`config.mk`:
```
export PLATFORM = sky130hd
export DESIGN_NAME = rsd_datapath
export DESIGN_NICKNAME = d
export VERILOG_FILES = /design/src/rtl/rsd_pkg.sv /design/src/rtl/rsd_alu.sv /design/src/rtl/rsd_datapath.sv
export SDC_FILE = /design/constraint.sdc
export NUM_CORES = 1
export LEC_CHECK = 0
export ABC_AREA = 1
export BUFFER_PORTS_ARGS = -buffer_cell sky130_fd_sc_hd__buf_2
export CAP_MARGIN = 20
export CORE_ASPECT_RATIO = 0.7
export CORE_MARGIN = 2
export CORE_UTILIZATION = 30
export CTS_CLUSTER_DIAMETER = 80
export DETAILED_ROUTE_END_ITERATION = 12
export GPL_TIMING_DRIVEN = 0
export PLACE_DENSITY = 0.61
export REMOVE_ABC_BUFFERS = 1
export SLEW_MARGIN = 40
export SYNTH_ARGS = -nofsm -noshare
export SYNTH_HDL_FRONTEND = slang
export SYNTH_HIERARCHICAL = 1
export SYNTH_SLANG_ARGS = --single-unit
```
`constraint.sdc`:
```
create_clock -name clk_sys -period 0.9 [get_ports clk_sys]
set_input_delay 0.135 -clock clk_sys [delete_from_list [all_inputs] [get_ports clk_sys]]
set_output_delay 0.135 -clock clk_sys [all_outputs]
set_load 0.005 [all_outputs]
```
`src/rtl/rsd_pkg.sv`:
```
package rsd_pkg;
    localparam int RSD_W = 8;
    localparam int RSD_NIB = 4;
    localparam int RSD_LSB = 0;
    localparam logic [RSD_W-1:0] RSD_ZERO = 8'h00;
    localparam logic [RSD_W-1:0] RSD_ACC_RST = 8'h00;
    localparam logic RSD_FLAG_RST = 1'h0;
    localparam logic RSD_DEST_ACC = 1'h0;
    localparam logic RSD_DEST_FILE = 1'h1;

    typedef enum logic [1:0] {
        RSD_OP_NONE,
        RSD_OP_ROT,
        RSD_OP_SUB
    } rsd_op_t;
endpackage

```
`src/rtl/rsd_alu.sv`:
```
`timescale 1ns/100ps
module rsd_alu
    import rsd_pkg::*;
(
    input wire logic [RSD_W-1:0] opnd_a,
    input wire logic [RSD_W-1:0] opnd_b,
    input wire logic carry_in,
    input wire logic sel_sub,
    output logic [RSD_W-1:0] result,
    output logic carry_out,
    output logic nib_out
);
    logic [RSD_W:0] diff;
    logic [RSD_NIB:0] ndiff;

    always_comb begin
        diff = {1'h0, opnd_b} - {1'h0, opnd_a};
        ndiff = {1'h0, opnd_b[RSD_NIB-1:RSD_LSB]}
            - {1'h0, opnd_a[RSD_NIB-1:RSD_LSB]};
        if (sel_sub) begin
            // Borrow inverted: carry set when a <= b
            result = diff[RSD_W-1:0]; // [RULE3]
            carry_out = ~diff[RSD_W]; // [RULE3]
            nib_out = ~ndiff[RSD_NIB]; // [RULE3]
        end else begin
            result = {carry_in, opnd_a[RSD_W-1:RSD_LSB+1]}; // [RULE1]
            carry_out = opnd_a[RSD_LSB]; // [RULE1]
            nib_out = 1'h0;
        end
    end
endmodule

```
`src/rtl/rsd_datapath.sv`:
```
`timescale 1ns/100ps
// Behaviour
// [RULE1] Rotate right moves old carry into bit 7 and bit 0 into carry.
// [RULE2] Rotate right writes the accumulator when dest is 0, the file when 1.
// [RULE3] Subtract takes immediate minus accumulator, sets carry and nibble.
// [RULE4] Subtract always writes the accumulator and never the file register.
// [RULE5] Subtract sets zero on a zero result; rotate changes only carry.
module rsd_datapath
    import rsd_pkg::*;
(
    input wire logic clk_sys,
    input wire logic rst_b,
    input wire logic rotate_right_op,
    input wire logic immediate_minus_accumulator_op,
    input wire logic dest_sel,
    input wire logic [RSD_W-1:0] file_rd_data,
    input wire logic [RSD_W-1:0] immediate,
    output logic [RSD_W-1:0] acc,
    output logic carry_flag,
    output logic nibble_borrow_inverse_flag,
    output logic zero_flag,
    output logic file_wr_en,
    output logic [RSD_W-1:0] file_wr_data
);
    logic rst_meta_ff;
    logic nxt_rst_meta;
    logic rst_sync_ff;
    logic nxt_rst_sync;
    logic rst_sync_b;
    rsd_op_t op;
    logic sel_sub;
    logic [RSD_W-1:0] alu_opnd;
    logic [RSD_W-1:0] alu_res;
    logic alu_c;
    logic alu_n;
    logic acc_load;
    logic file_load;
    logic [RSD_W-1:0] acc_ff;
    logic [RSD_W-1:0] nxt_acc;
    logic c_ff;
    logic nxt_c;
    logic n_ff;
    logic nxt_n;
    logic z_ff;
    logic nxt_z;
    logic we_ff;
    logic nxt_we;
    logic [RSD_W-1:0] wd_ff;
    logic [RSD_W-1:0] nxt_wd;

    // Both strobes high decode as subtract; the rotate is dropped
    function automatic rsd_op_t rsd_decode(
        input logic rot,
        input logic sub
    );
        rsd_op_t code;
        if (sub) begin
            code = RSD_OP_SUB;
        end else if (rot) begin
            code = RSD_OP_ROT;
        end else begin
            code = RSD_OP_NONE;
        end
        return code;
    endfunction

    function automatic logic rsd_to_file(
        input rsd_op_t code,
        input logic dest
    );
        return (code == RSD_OP_ROT) && (dest == RSD_DEST_FILE); // [RULE4]
    endfunction

    function automatic logic rsd_to_acc(
        input rsd_op_t code,
        input logic dest
    );
        logic hit;
        hit = 1'h0;
        case (code)
            RSD_OP_SUB: begin
                hit = 1'h1;
            end
            RSD_OP_ROT: begin
                hit = (dest == RSD_DEST_ACC);
            end
            default: begin
                hit = 1'h0;
            end
        endcase
        return hit;
    endfunction

    function automatic logic rsd_is_zero(
        input logic [RSD_W-1:0] value
    );
        return value == RSD_ZERO;
    endfunction

    // Release passes two flops; assertion stays asynchronous
    always_comb begin
        nxt_rst_meta = 1'h1;
        nxt_rst_sync = rst_meta_ff;
    end

    always_ff @(posedge clk_sys or negedge rst_b) begin
        if (!rst_b) begin
            rst_meta_ff <= 1'h0;
            rst_sync_ff <= 1'h0;
        end else begin
            rst_meta_ff <= nxt_rst_meta;
            rst_sync_ff <= nxt_rst_sync;
        end
    end

    assign rst_sync_b = rst_sync_ff;

    always_comb begin
        op = rsd_decode(rotate_right_op, immediate_minus_accumulator_op);
        sel_sub = (op == RSD_OP_SUB);
        acc_load = rsd_to_acc(op, dest_sel);
        file_load = rsd_to_file(op, dest_sel);
    end

    // Subtract works on the accumulator, rotate on the file operand
    always_comb begin
        if (sel_sub) begin
            alu_opnd = acc_ff;
        end else begin
            alu_opnd = file_rd_data;
        end
    end

    rsd_alu u_alu (
        .opnd_a(alu_opnd),
        .opnd_b(immediate),
        .carry_in(c_ff),
        .sel_sub(sel_sub),
        .result(alu_res),
        .carry_out(alu_c),
        .nib_out(alu_n)
    );

    // Accumulator loads on subtract or on rotate aimed at it
    always_comb begin
        if (acc_load) begin
            nxt_acc = alu_res; // [RULE2] [RULE4]
        end else begin
            nxt_acc = acc_ff;
        end
    end

    always_ff @(posedge clk_sys or negedge rst_sync_b) begin
        if (!rst_sync_b) begin
            acc_ff <= RSD_ACC_RST;
        end else begin
            acc_ff <= nxt_acc;
        end
    end

    // Rotate touches carry only; nibble and zero hold
    always_comb begin
        nxt_c = c_ff;
        nxt_n = n_ff;
        nxt_z = z_ff;
        case (op)
            RSD_OP_ROT: begin
                nxt_c = alu_c; // [RULE1] [RULE5]
            end
            RSD_OP_SUB: begin
                nxt_c = alu_c; // [RULE3]
                nxt_n = alu_n; // [RULE3]
                nxt_z = rsd_is_zero(alu_res); // [RULE5]
            end
            RSD_OP_NONE: begin
                nxt_c = c_ff;
            end
            default: begin
                nxt_c = c_ff;
            end
        endcase
    end

    always_ff @(posedge clk_sys or negedge rst_sync_b) begin
        if (!rst_sync_b) begin
            c_ff <= RSD_FLAG_RST;
            n_ff <= RSD_FLAG_RST;
            z_ff <= RSD_FLAG_RST;
        end else begin
            c_ff <= nxt_c;
            n_ff <= nxt_n;
            z_ff <= nxt_z;
        end
    end

    // Write strobe is a one-cycle pulse; data holds after it
    always_comb begin
        if (file_load) begin
            nxt_we = 1'h1; // [RULE2]
            nxt_wd = alu_res; // [RULE2]
        end else begin
            nxt_we = 1'h0;
            nxt_wd = wd_ff;
        end
    end

    always_ff @(posedge clk_sys or negedge rst_sync_b) begin
        if (!rst_sync_b) begin
            we_ff <= 1'h0;
            wd_ff <= RSD_ACC_RST;
        end else begin
            we_ff <= nxt_we;
            wd_ff <= nxt_wd;
        end
    end

    assign acc = acc_ff;
    assign carry_flag = c_ff;
    assign nibble_borrow_inverse_flag = n_ff;
    assign zero_flag = z_ff;
    assign file_wr_en = we_ff;
    assign file_wr_data = wd_ff;
endmodule

```
==> results of run 1 <==
==> worst min path at each step <==
stage,start,end,cells after the start
floorplan,rst_b,nxt_rst_sync,0
global placement,rst_b,nxt_rst_sync,1
detailed placement,rst_b,nxt_rst_sync,1
CTS,rst_b,nxt_rst_sync,2
global route,rst_b,rst_sync_b,2
finish,rst_b,rst_sync_b,2
==> area by class of cell <==
type                       count  area share [%]
multi-input combinational    142            41.7
sequential                    22            24.6
timing repair buffer          71            22.1
inverter                      34            5.92
tap                           69            3.85
clock buffer                   3            1.84
==> flip-flops by register name (all words and copies together) (netlist names) <==
name,cells
file_wr_data,8
nibble_borrow_inverse_flag,1
file_wr_en,1
zero_flag,1
rst_sync_b,1
acc,8
carry_flag,1
nxt_rst_sync,1
==> synth_stat cells <==
cell type	number
sky130_fd_sc_hd__nand2_1	76
sky130_fd_sc_hd__dfrtp_1	22
sky130_fd_sc_hd__buf_6	2
sky130_fd_sc_hd__a211oi_1	1
sky130_fd_sc_hd__clkinv_1	1
sky130_fd_sc_hd__nand3b_1	1
sky130_fd_sc_hd__o211ai_1	1
sky130_fd_sc_hd__fa_1	1
sky130_fd_sc_hd__nand3_4	1
sky130_fd_sc_hd__nand3_1	10
sky130_fd_sc_hd__buf_8	1
sky130_fd_sc_hd__buf_2	2
sky130_fd_sc_hd__o22ai_1	2
sky130_fd_sc_hd__a21oi_4	2
sky130_fd_sc_hd__o21ai_0	6
sky130_fd_sc_hd__nand2_2	4
sky130_fd_sc_hd__clkbuf_1	1
sky130_fd_sc_hd__ha_1	8
sky130_fd_sc_hd__nor3_1	1
sky130_fd_sc_hd__o21ai_2	10
sky130_fd_sc_hd__or2_4	1
sky130_fd_sc_hd__inv_2	3
sky130_fd_sc_hd__o21ai_1	5
sky130_fd_sc_hd__inv_1	30
sky130_fd_sc_hd__conb_1	1
sky130_fd_sc_hd__nor2_1	8
sky130_fd_sc_hd__a21oi_1	3
==> worst register-to-register path, cell delays in order, from the launching register on <==
cell	delay (ns)
sky130_fd_sc_hd__dfrtp_1	0.37
sky130_fd_sc_hd__nand2_1	0.07
sky130_fd_sc_hd__nand2_2	0.13
sky130_fd_sc_hd__ha_4	0.15
sky130_fd_sc_hd__inv_4	0.03
sky130_fd_sc_hd__fa_2	0.33
sky130_fd_sc_hd__nand2_2	0.08
sky130_fd_sc_hd__nand3_2	0.09
sky130_fd_sc_hd__nand3_2	0.10
sky130_fd_sc_hd__nand2_2	0.06
sky130_fd_sc_hd__buf_4	0.13
sky130_fd_sc_hd__nand2_1	0.07
sky130_fd_sc_hd__a21oi_2	0.06
sky130_fd_sc_hd__o21ai_1	0.08
sky130_fd_sc_hd__nand2_1	0.06
==> stage by stage <==
stage | util, % | instances | setup TNS [ns] | worst slack [ns] | power, mW
4_1_cts | 43.9 | 332 | -17.25 | -1.04 | 3.59
3_5_place_dp | 36.1 | 307 | -25.67 | -1.52 | 2.49
6_report | 46.6 | 341 | -16.56 | -1.03 | 3.80
2_1_floorplan | - | 198 | -13.40 | -0.876 | 2.07
5_1_grt | 46.6 | 341 | -19.58 | -1.20 | 4.10
3_3_place_gp | 36.1 | 307 | -24.52 | -1.47 | 2.47
==> layer usage <==
metal	track usage, %	vias to the layer above	routed length [µm]
met5	0	-	0
met1	20.4	691	1900
li1	-	770	-
met4	2.08	0	32
met2	22.4	40	1840
met3	4.33	6	219
==> kinds of logic after synthesis <==
logic type	Yosys count	synth area share [%]
compound gates	30	14.5
fa+ha+maj	9	8.01
buf+inv	40	11.9
flops	22	36.7
other cells	1	0.250
simple gates	102	28.6
==> power groups by stage <==
stage / sequential, mW / clock, mW / combinational [mW]
finish: 1.29 / 0.609 / 1.90
floorplan: 1.32 / 0 / 0.753
CTS: 1.29 / 0.627 / 1.67
detailed placement: 1.32 / 0 / 1.17
global route: 1.32 / 0.668 / 2.12
global placement: 1.32 / 0 / 1.15
==> repair_timing <==
action / 4_1_cts / 5_1_grt
buffers inserted: 21 / 10
gates resized for setup: 42 / 20
pin swaps: 21 / 10
hold endpoints to repair: 2 / 0
hold buffers: 1 / 0
endpoints found under the setup margin: 59 / 38
==> results by stage, run 1 <==
Clock tree:
- TritonCTS created 3 clock buffers.
- The TritonCTS clock tree is built.
- The maximum clock insertion buffer count is 2.
- For the worst-skew pair, the clock arrives at the later sink with an insertion delay of 0.26 ns.
- CTS built an H-tree with a depth of 1.
- In this run the clock root is driven by a sky130_fd_sc_hd__clkbuf_8.
- The clock-pin slew of the registers on the worst-case setup and hold paths is 0.08 ns.
- The clock sink count is 22.

Yosys:
- Counting every instance in the synthesized netlist gives 204.
- The warning count from the yosys run is 6.
- In this run the mean area of a mapped cell was 7.35 µm².
- The distinct cell type count of the synthesized netlist is 27.
- The share of synthesized area in the top cell type comes to 36.7%.
- The post-synthesis instance area is 0.00150 mm².
- The synthesized flop and latch total is 22.
- The sequential area share after synthesis is 36.7%.
- After synthesis, the cell types taking the most area are sky130_fd_sc_hd__dfrtp_1 37%, sky130_fd_sc_hd__nand2_1 19%, sky130_fd_sc_hd__inv_1 7.5%.
- The largest total area in the synthesized netlist belongs to sky130_fd_sc_hd__dfrtp_1.

Pwr:
- The share of total power dissipated in the clock network is 16.0%.
- The switching share of total power is 35.7%.
- The share of power burned in combinational logic is 50.0%.
- Power spread over the standard cell area amounts to 1700 mW/mm².
- The worst-case IR drop observed on VDD is 1020 µV.
- The register share of total power is 34.0%.
- The leakage power figure is 1.19 nW.
- Cell internal power was estimated by the tool at 2.45 mW.
- The analysis attributes to net switching a power of 1.36 mW.

Critical path:
- In this design, the largest share of critical-path delay is due to simple AND/OR/NAND/NOR gates.
- At the worst endpoint, the arrival time is 2.09 ns.
- Traced cell by cell, the critical path runs through nand2_1 > nand2_2 > ha_4 > inv_4 > fa_2 > nand2_2 > nand3_2 > nand3_2 > nand2_2 > buf_4 > nand2_1 > a21oi_2 > o21ai_1 > nand2_1.
- The worst setup path is of the reg -> reg kind.
- For flop-to-flop paths, the worst setup slack is -1.03 ns.
- In this run the number of cells on the critical path is 14.
- In this design, the stage delay of the slowest critical-path cell is 0.37 ns.
- In this run the critical register-to-register path is captured at carry_flag.
- The kind of end point of the critical path is a register.
- The depth of the worst register-to-register path is 14.
- In this run the worst setup path terminates at carry_flag.
- The worst flop-to-flop path startpoint is acc[0].
- In this run the worst setup path begins at acc[0].
- The critical path buffer and inverter count is 2.
- In this run the worst path has a maximum fanout of 2.
- The largest individual stage delay along the critical path comes from the cell sky130_fd_sc_hd__dfrtp_1.
- STA classifies the critical path startpoint as a register.
- The required time of the worst setup path is 1.05 ns.

Drt:
- Once detail routing completed, the nets flagged for antenna violations numbered 0.
- The routed layout has 1507 vias.
- The total wire length is 3990 µm.
- In the routed design, unresolved DRC markers number 0.
- After detailed routing, the number of vias per cell comes to 4.42.
- The average wire per cell in the routed design is 11.7 µm.
- For this block, the initial DRC count from the detailed router was 64.
- Before antenna repair, the detailed router went through 4 iterations.

Timing:
- The number of pins exceeding their max-slew limit in the final report is 0.
- Setup violations remaining at the end of the flow were counted as 33.
- The share of the clock period used by the worst path after layout is 215%.
- The hold violation count in the final report is 0.
- Setup repair after global routing could not meet its margin everywhere.
- The routed design could run at a clock period as short as 1.93 ns.
- The largest clock skew in the final design is 0.00177 ns.
- The least setup slack across all paths after layout is -1.03 ns.
- The tightest hold path in the finished design has a slack of 0.175 ns.
- Based on the critical path, the design can be clocked at up to 517 MHz.

Outcome:
- The checks that failed: negative setup slack.
- The flow ran to the end, but the final reports show violations.

Place:
- The placed wire-length estimate after detailed placement is 2760 µm.
- The number of buffers added on ports is 40.
- The instance area at placement is 0.00174 mm².
- The routability congestion estimate is 0.781.

Die:
- The floorplan step defined a core boundary enclosing 0.00481 mm².
- In this run the count of I/O pins placed on the die edge is 41.
- The die extent in y is 63.2 µm.
- The floorplan step defined a die boundary enclosing 0.00559 mm².
- The placement row count is 21.
- For this configuration, the core starts out at a cell density of 31.2%.
- The floorplan step set the die width to 88.5 µm.

Global routing:
- The total congestion overflow is 0.
- The number of antenna violations at the first check in global routing came to 0.
- The number of global-route vias before repair is 1451.
- Entering global routing, the biggest net connects 27 pins.
- The global-route wire length before repair is 6420 µm.
- Global routing used 14.5% of the available tracks across all layers.

Finish:
- The finished cells cover 0.00224 mm².
- The most common cell after layout, fill and taps aside is sky130_fd_sc_hd__nand2_1.
- The number of diodes is 0.
- The multi-input combinational cells in the finished layout cover a total of 935 µm².
- After filler insertion, the fill cell instance count of the layout stands at 521.
- From synthesis to final layout, the design area changed by 49.5%.
- After the last flow step, the layout net total stands at 304.
- The sequential cell area is 552 µm².
- The share of cells above drive strength 1 is 49.6%.
- Leaving out fill and tap cells, the most frequent cells in the layout are 66 x sky130_fd_sc_hd__nand2_1, 34 x sky130_fd_sc_hd__buf_2, 24 x sky130_fd_sc_hd__buf_4, 21 x sky130_fd_sc_hd__dfrtp_1, 20 x sky130_fd_sc_hd__inv_1.

Run:
- The number of max-cap violations is 0.

Min path:
- The type of the worst min-delay path is in -> async.
Power figures use the tool's default switching activity.
==> run 2: changes to the inputs <==
--- a/config.mk
+++ b/config.mk
@@ -15,7 +15,9 @@
 export DETAILED_ROUTE_END_ITERATION = 12
 export GPL_TIMING_DRIVEN = 0
 export PLACE_DENSITY = 0.61
+export RECOVER_POWER = 100
 export REMOVE_ABC_BUFFERS = 1
+export SETUP_SLACK_MARGIN = 0.3
 export SLEW_MARGIN = 40
 export SYNTH_ARGS = -nofsm -noshare
 export SYNTH_HDL_FRONTEND = slang
==> run 2 against run 1 <==
Effect of this change:
- non-clock buffer count rose by 2
- clock-buffer cell count did not move
- largest power group unchanged
- the flow still finishes with violations (negative setup slack)
- worst hold slack gained 0.0036 ns
==> results by stage, run 2 (same netlist as run 1, synthesis figures left out) <==
Critical path:
- The top cell family by delay on the critical path is simple AND/OR/NAND/NOR gates.
- The critical path goes through nand2_1 > nand2_2 > ha_4 > inv_2 > fa_2 > nand2_2 > nand3_2 > nand3_2 > nand2_2 > nand2_1 > nand3_2 > nand2_2 > nor3_2 > nand2_1 > nand2_1.
- For the worst setup path, the data arrival time is 2.05 ns.
- The required time of the worst setup path is 1.06 ns.
- Counting both buffers and inverters, the worst setup path holds a total of 1.
- The element type at the critical path start is a register.
- The largest stage delay on the critical path is 0.37 ns.
- Among all stages on the critical path, the largest delay is contributed by sky130_fd_sc_hd__dfrtp_1.
- In this run the worst path has a maximum fanout of 2.
- The worst setup path is captured at a register.
- The kind of critical path is reg -> reg.

Die:
- The floorplan step defined a core boundary enclosing 0.00481 mm².
- 41 I/O pins were placed.
- The initial core utilization is 31.2%.
- The die extent in y is 63.2 µm.
- The initialized floorplan defines 21 standard-cell rows.
- The horizontal die dimension is 88.5 µm.
- The floorplan step defined a die boundary enclosing 0.00559 mm².

Outcome:
- The flow ran to the end, but the final reports show violations.
- The checks that failed: negative setup slack.

Clock tree:
- In this run the clock root is driven by a sky130_fd_sc_hd__clkbuf_8.
- The clock sink count is 22.
- The H-tree depth reported by CTS is 1.
- Counting along the longest clock path gives a buffer depth of 2.
- The later pin in the worst-skew pair is clocked with a latency of 0.26 ns.
- Clock-pin slew was measured on the worst setup and hold paths at 0.08 ns.
- The TritonCTS clock tree is built.
- Counting the buffers created by CTS gives 3.

Timing:
- The highest clock frequency the design can meet is 528 MHz.
- The hold violation count in the final report came to 0.
- The share of the clock period used by the worst path after layout is 210%.
- Setup violations remaining at the end of the flow were counted as 33.
- The post-route minimum period is 1.89 ns.
- The clock arrives with 0.00145 ns of skew.
- The final worst hold slack is 0.178 ns.
- The least setup slack across all paths after layout is -0.993 ns.
- Setup repair after global routing could not meet its margin everywhere.
- The accumulated negative setup slack is -16.68 ns.
- The number of pins exceeding their max-slew limit in the final report is 0.

Min path:
- The path class of the tightest hold or removal check is in -> async.

Place:
- The number of buffers added on ports is 40.
- The routability congestion estimate is 0.781.
- Once detailed placement completed, the half-perimeter wirelength came to 2760 µm.
- The placed instances occupy a cell area of 0.00174 mm².
- The number of placed cells counting well taps is 307.

Drt:
- For this run, design rule violations remaining after detail routing come to 0.
- Dividing the detail-routed wire length by the instance count gives 11.6 µm.
- The detail route stage leaves a number of antenna-violating nets equal to 0.
- The pre-antenna-repair detailed-routing pass consisted of 4 iterations.
- The initial DRC count is 57.
- Detailed routing inserted a total of 1502 vias.
- The final layout contains routed wiring with a total length of 3980 µm.
- The via-per-instance ratio is 4.38.

Finish:
- The final non-filler cell area is 0.00226 mm².
- The count of placed standard cells in the final layout, fillers left out is 343.
- The area growth from synthesis to layout is 50.4%.
- The number of diodes is 0.
- The sequential cell area is 554 µm².
- The layout has 521 filler cells.
- The most common cell after layout, fill and taps aside is sky130_fd_sc_hd__nand2_1.
- The post-layout utilization of the core is 46.9%.
- In the layout the commonest cells are 67 x sky130_fd_sc_hd__nand2_1, 33 x sky130_fd_sc_hd__buf_2, 24 x sky130_fd_sc_hd__buf_4, 21 x sky130_fd_sc_hd__inv_1, 21 x sky130_fd_sc_hd__dfrtp_1.
- The area occupied by multi-input gates is 927 µm².
- The share of cells above drive strength 1 is 48.5%.
- The final layout net count is 306.

Pwr:
- The maximum vdd drop is 1020 µV.
- For this design the ratio of total power to cell area is 1690 mW/mm².
- The analysis attributes to cell leakage a power of 1.20 nW.

Global routing:
- The number of global-route vias before repair is 1451.
- Entering global routing, the biggest net connects 27 pins.
- The first global-routing pass estimated 6420 µm of wire.
- The number of antenna violations at the first check in global routing is 0.
- The overall routing resource usage is 14.5%.
- Global routing finished with a remaining overflow of 0.

Run:
- The number of max-cap violations is 0.
[run 2: cell count changes in the layout (fill, tap and decap cells not counted), sizes merged]
| cell | before | now |
|---|---|---|
| buf | 70 | 71 |
| clkbuf | 3 | 4 |
[run 2: cell type report]
type / count / area share, %
clock buffer: 3 / 1.83
inverter: 34 / 5.77
multi-input combinational: 142 / 41.1
sequential: 22 / 24.6
tap: 69 / 3.83
timing repair buffer: 73 / 22.9
[run 2: per-layer routing]
metal	GRT usage, %	wire, µm	vias up
li1	-	-	774
met1	20.4	1930	680
met2	22.4	1800	42
met3	4.33	209	6
met4	2.08	32	0
met5	0	0	-
[run 2: metrics by stage]
stage               power, mW  setup slack [ns]
finish                   3.82            -0.993
floorplan                2.07            -0.876
global route             4.12             -1.14
CTS                      3.60             -1.03
detailed placement       2.49             -1.52
global placement         2.47             -1.47
[run 2: timing repair]
action	in CTS	in global routing
resized for setup	43	16
endpoints found under the setup margin	60	60
hold buffers	1	0
endpoints found under the hold margin	2	0
pin swaps	21	12
buffers inserted	21	11
[run 2: path summary, 6_finish.rpt]
check / to / slack, ns / depth (start not counted) / start
hold / removal: rst_sync_b / 0.18 / 2 / rst_b
hold reg to reg: file_wr_data[5] / 0.21 / 0 / rst_sync_b
setup reg to reg: zero_flag / -0.99 / 15 / acc[0]
max in group asynchronous: acc[1] / 0.47 / 0 / rst_sync_b
min in group clk_sys: nibble_borrow_inverse_flag / 0.20 / 3 / immediate_minus_accumulator_op
setup / recovery: zero_flag / -0.99 / 15 / acc[0]
[run 2: power breakdown]
part           switching (mW)  total, mW  internal (mW)
clock                   0.309      0.608          0.299
combinational           0.916       1.92           1.00
sequential              0.129       1.30           1.17
==> run 3: changes to the inputs <==
--- a/config.mk
+++ b/config.mk
@@ -21,5 +21,4 @@
 export SLEW_MARGIN = 40
 export SYNTH_ARGS = -nofsm -noshare
 export SYNTH_HDL_FRONTEND = slang
-export SYNTH_HIERARCHICAL = 1
 export SYNTH_SLANG_ARGS = --single-unit
==> constraint.sdc (replaced) <==
create_clock -name clk_sys -period 1.9 [get_ports clk_sys]
set_input_delay 0.285 -clock clk_sys [delete_from_list [all_inputs] [get_ports clk_sys]]
set_output_delay 0.285 -clock clk_sys [all_outputs]
set_load 0.005 [all_outputs]
==> run 3 against run 2 <==
Effect of this change:
- combinational power fell by 58%
- critical path type unchanged
- clock skew barely moved
- critical endpoint is now zero_flag
- via count rose by 4.4%
- utilization rose by 1.7 points
- worst setup slack improved by 1.1 ns
- the run now ends clean
- sequential share of layout area fell by 0.62 points
==> results by stage, run 3 <==
Clock tree:
- The maximum clock insertion buffer count is 2.
- At the later pin of the worst-skew pair, clock insertion delay measures 0.26 ns.
- The tree is rooted in a sky130_fd_sc_hd__clkbuf_8.
- Buffers inserted during clock tree synthesis total 3.
- The clock-pin slew of the registers on the worst-case setup and hold paths is 0.08 ns.
- The H-tree depth reported by CTS is 1.
- The TritonCTS clock tree is built.
- Counting every sink on the clock net gives 22.

Die:
- Pin placement for this block handled 41 I/O pins.
- The die is 62.3 µm tall.
- The initial core utilization is 30.8%.
- The die covers 0.00544 mm².
- In this run the standard cell core region covers 0.00473 mm².
- The horizontal die dimension is 87.3 µm.
- The placement row count is 21.

Global routing:
- The number of antenna violations at the first check in global routing came to 0.
- The number of global-route vias before repair is 1530.
- Entering global routing, the biggest net connects 29 pins.
- The global-route wire length before repair is 6760 µm.
- Global routing used 15.6% of the available tracks.
- For this run the aggregate overflow at the end of global routing stands at 0.

Critical path:
- The kind of critical path is reg -> reg.
- The number of cells on the worst reg-to-reg path is 12.
- In this run the worst setup path begins at acc[0].
- The maximum fanout along the worst path is 2.
- The worst flop-to-flop path startpoint is acc[0].
- The required time of the worst setup path is 2.10 ns.
- The kind of end point of the critical path is a register.
- The element type at the critical path start is a register.
- In this run the register-to-register setup slack is 0.15 ns.
- The most critical setup path has its endpoint at zero_flag.
- The terminus of the critical flop-to-flop path is zero_flag.
- For the worst setup path, the data arrival time is 1.95 ns.

Drt:
- The detailed-route DRC error count is 0.
- Summed over all layers, the routed wires come to 4270 µm.
- The initial DRC count is 71.
- The average wire per cell in the routed design is 12.8 µm.
- The first-pass detailed-route iteration total is 4.
- The remaining antenna violation count is 0.
- Detailed routing inserted a total of 1568 vias.
- Using the TritonRoute via totals, the vias-per-cell ratio works out to 4.71.

Min path:
- In this run the worst hold path is classified as in -> reg.
- The worst hold path was traced through 3 stages.

Timing:
- Between clock sinks in the finished design, the worst skew comes to 0.00152 ns.
- The relative max-transition margin is 42.5%.
- The share of the clock period used by the worst path after layout is 92.0%.
- After layout, the minimum clock period comes to 1.75 ns.
- The hold violation count in the final report is 0.
- The final setup violation count is 0.
- The slew at the pin closest to its max-slew limit is 0.863 ns.
- Setup repair after global routing could not meet its margin everywhere.
- Across all setup checks in the final design, the least slack found is 0.152 ns.
- The highest clock frequency the design can meet is 572 MHz.
- The number of pins exceeding their max-slew limit in the final report is 0.
- Hold is met by 0.284 ns.

Finish:
- The finished cells cover 0.00230 mm².
- The count of cells in the finished layout, fillers not included, comes to 333.
- The area growth from synthesis to layout is 57.8%.
- Leaving out fill and tap cells, the most frequent cell in the layout is sky130_fd_sc_hd__nand2_1.
- The final layout net count is 307.
- Registers take 551 µm².
- The area occupied by multi-input gates is 955 µm².
- In the layout the commonest cells are 37 x sky130_fd_sc_hd__nand2_1, 30 x sky130_fd_sc_hd__buf_2, 24 x sky130_fd_sc_hd__inv_1, 23 x sky130_fd_sc_hd__buf_4, 22 x sky130_fd_sc_hd__dfrtp_1.
- Cells with a size suffix above 1 make up 47.5% of the layout.
- The filler cells instantiated in the layout total 484.
- The number of diodes is 0.

Yosys:
- After synthesis the netlist holds a flip-flop and latch count of 22.
- The cell type with the highest aggregate area in the netlist is sky130_fd_sc_hd__dfrtp_1.
- After synthesis, the netlist uses 27 different library cells.
- The fraction of synthesis flops using an asynchronous set or reset pin is 100%.
- The post-synthesis instance total is 197.
- The most used flip-flop cell after synthesis is sky130_fd_sc_hd__dfrtp_1.
- The fraction of synthesized cell area taken by the top area cell type is 37.8%.
- The number of synthesized flops with an enable pin is 0.
- The mean instance size in the synthesized netlist is 7.39 µm².
- The post-synthesis instance area is 0.00146 mm².
- After synthesis, flip-flops and latches occupy 37.8% of the total area.
- The most used standard cell by instance count after synthesis is sky130_fd_sc_hd__nand2_1.
- By count the netlist is led by 44 x sky130_fd_sc_hd__nand2_1, 34 x sky130_fd_sc_hd__inv_1, 22 x sky130_fd_sc_hd__dfrtp_1.
- The Yosys step of the flow raised 0 warnings.
- Ranked by total cell area, the synthesized netlist is headed by sky130_fd_sc_hd__dfrtp_1 38%, sky130_fd_sc_hd__nand2_1 11%, sky130_fd_sc_hd__inv_1 8.8%.

Place:
- Summing all placed instances gives a cell area of 0.00170 mm².
- Detailed placement finished with a half-perimeter wire length of 2840 µm.
- The worst setup slack after placement is -0.481 ns.
- The number of buffers added on ports is 40.
- The number of placed cells counting well taps is 290.
- The routability congestion estimate is 0.826.

Run:
- Across the run, the number of max-cap violations was 0.

Pwr:
- VDD sags by at most 440 µV.
- Dividing total power by cell area gives a power density of 752 mW/mm².
- Total power for the finished layout comes to 1.73 mW.
- Summed over all cells, the static leakage comes to 1.16 nW.

Outcome:
- The run finished with clean final reports.
==> run 3: area by class of cell <==
class                   instances  share of cell area [%]
multi-input cells             135                    41.5
flip-flops and latches         22                    24.0
repair buffers                 79                    22.8
inverters                      36                    6.21
well taps                      57                    3.10
clock buffers                   4                    2.40
==> run 3: timing repair <==
| action | CTS | global route |
|---|---|---|
| hold buffers | 1 | 0 |
| endpoints found under the setup margin | 11 | 10 |
| setup buffers | 32 | 6 |
| endpoints found under the hold margin | 2 | 0 |
| pin swaps | 25 | 31 |
| gates resized for setup | 47 | 28 |
==> run 3: metrics by stage <==
step                      setup TNS (ns)  utilization, %
after floorplan                        0               -
after global placement             -3.60            36.0
after detailed placement           -3.45            36.0
after CTS                              0            45.5
after global routing                   0            48.6
final                                  0            48.6
==> run 3: worst max-delay path, cell delays in order (launching register included) <==
cell and delay [ns]:
sky130_fd_sc_hd__dfrtp_1 0.37, sky130_fd_sc_hd__inv_2 0.06, sky130_fd_sc_hd__a21oi_4 0.13, sky130_fd_sc_hd__ha_1 0.17, sky130_fd_sc_hd__inv_2 0.04, sky130_fd_sc_hd__ha_4 0.21
sky130_fd_sc_hd__nor2_4 0.14, sky130_fd_sc_hd__nand2_2 0.08, sky130_fd_sc_hd__nor2_4 0.12, sky130_fd_sc_hd__nand3_2 0.07, sky130_fd_sc_hd__nor2_2 0.13, sky130_fd_sc_hd__nand4_1 0.09
sky130_fd_sc_hd__nand2_1 0.07
==> run 3: metal layers <==
| metal | routed length (µm) | track usage [%] |
|---|---|---|
| met2 | 1930 | 24.5 |
| met3 | 226 | 4.52 |
| met1 | 2050 | 21.8 |
| met5 | 0 | 0 |
| met4 | 57 | 1.92 |
==> run 3: worst min path at each step <==
stage                          from               to  slack, ns
finish                     dest_sel       file_wr_en       0.28
global route        file_rd_data[4]  file_wr_data[3]       0.29
CTS                      rst_sync_b  file_wr_data[1]       0.25
detailed placement            rst_b     nxt_rst_sync       0.08
global placement              rst_b       rst_sync_b       0.07
floorplan                     rst_b     nxt_rst_sync      -0.01
==> run 3: where the power goes <==
| group | internal [mW] | leakage (nW) | switching [mW] |
|---|---|---|---|
| Sequential | 0.537 | 0.270 | 0.0500 |
| Combinational | 0.405 | 0.860 | 0.398 |
| Clock | 0.185 | 0.0288 | 0.154 |
| Total | 1.13 | 1.16 | 0.602 |
==> run 3: cells by family (layout without fill, tap and decap cells) <==
family	Yosys count	after routing	share of synthesized area (%)
flops	22	22	37.8
fa+ha+maj	9	9	7.73
compound gates	37	37	13.6
buf+inv	40	119	11.3
simple gates	88	88	29.3
other cells	1	1	0.257
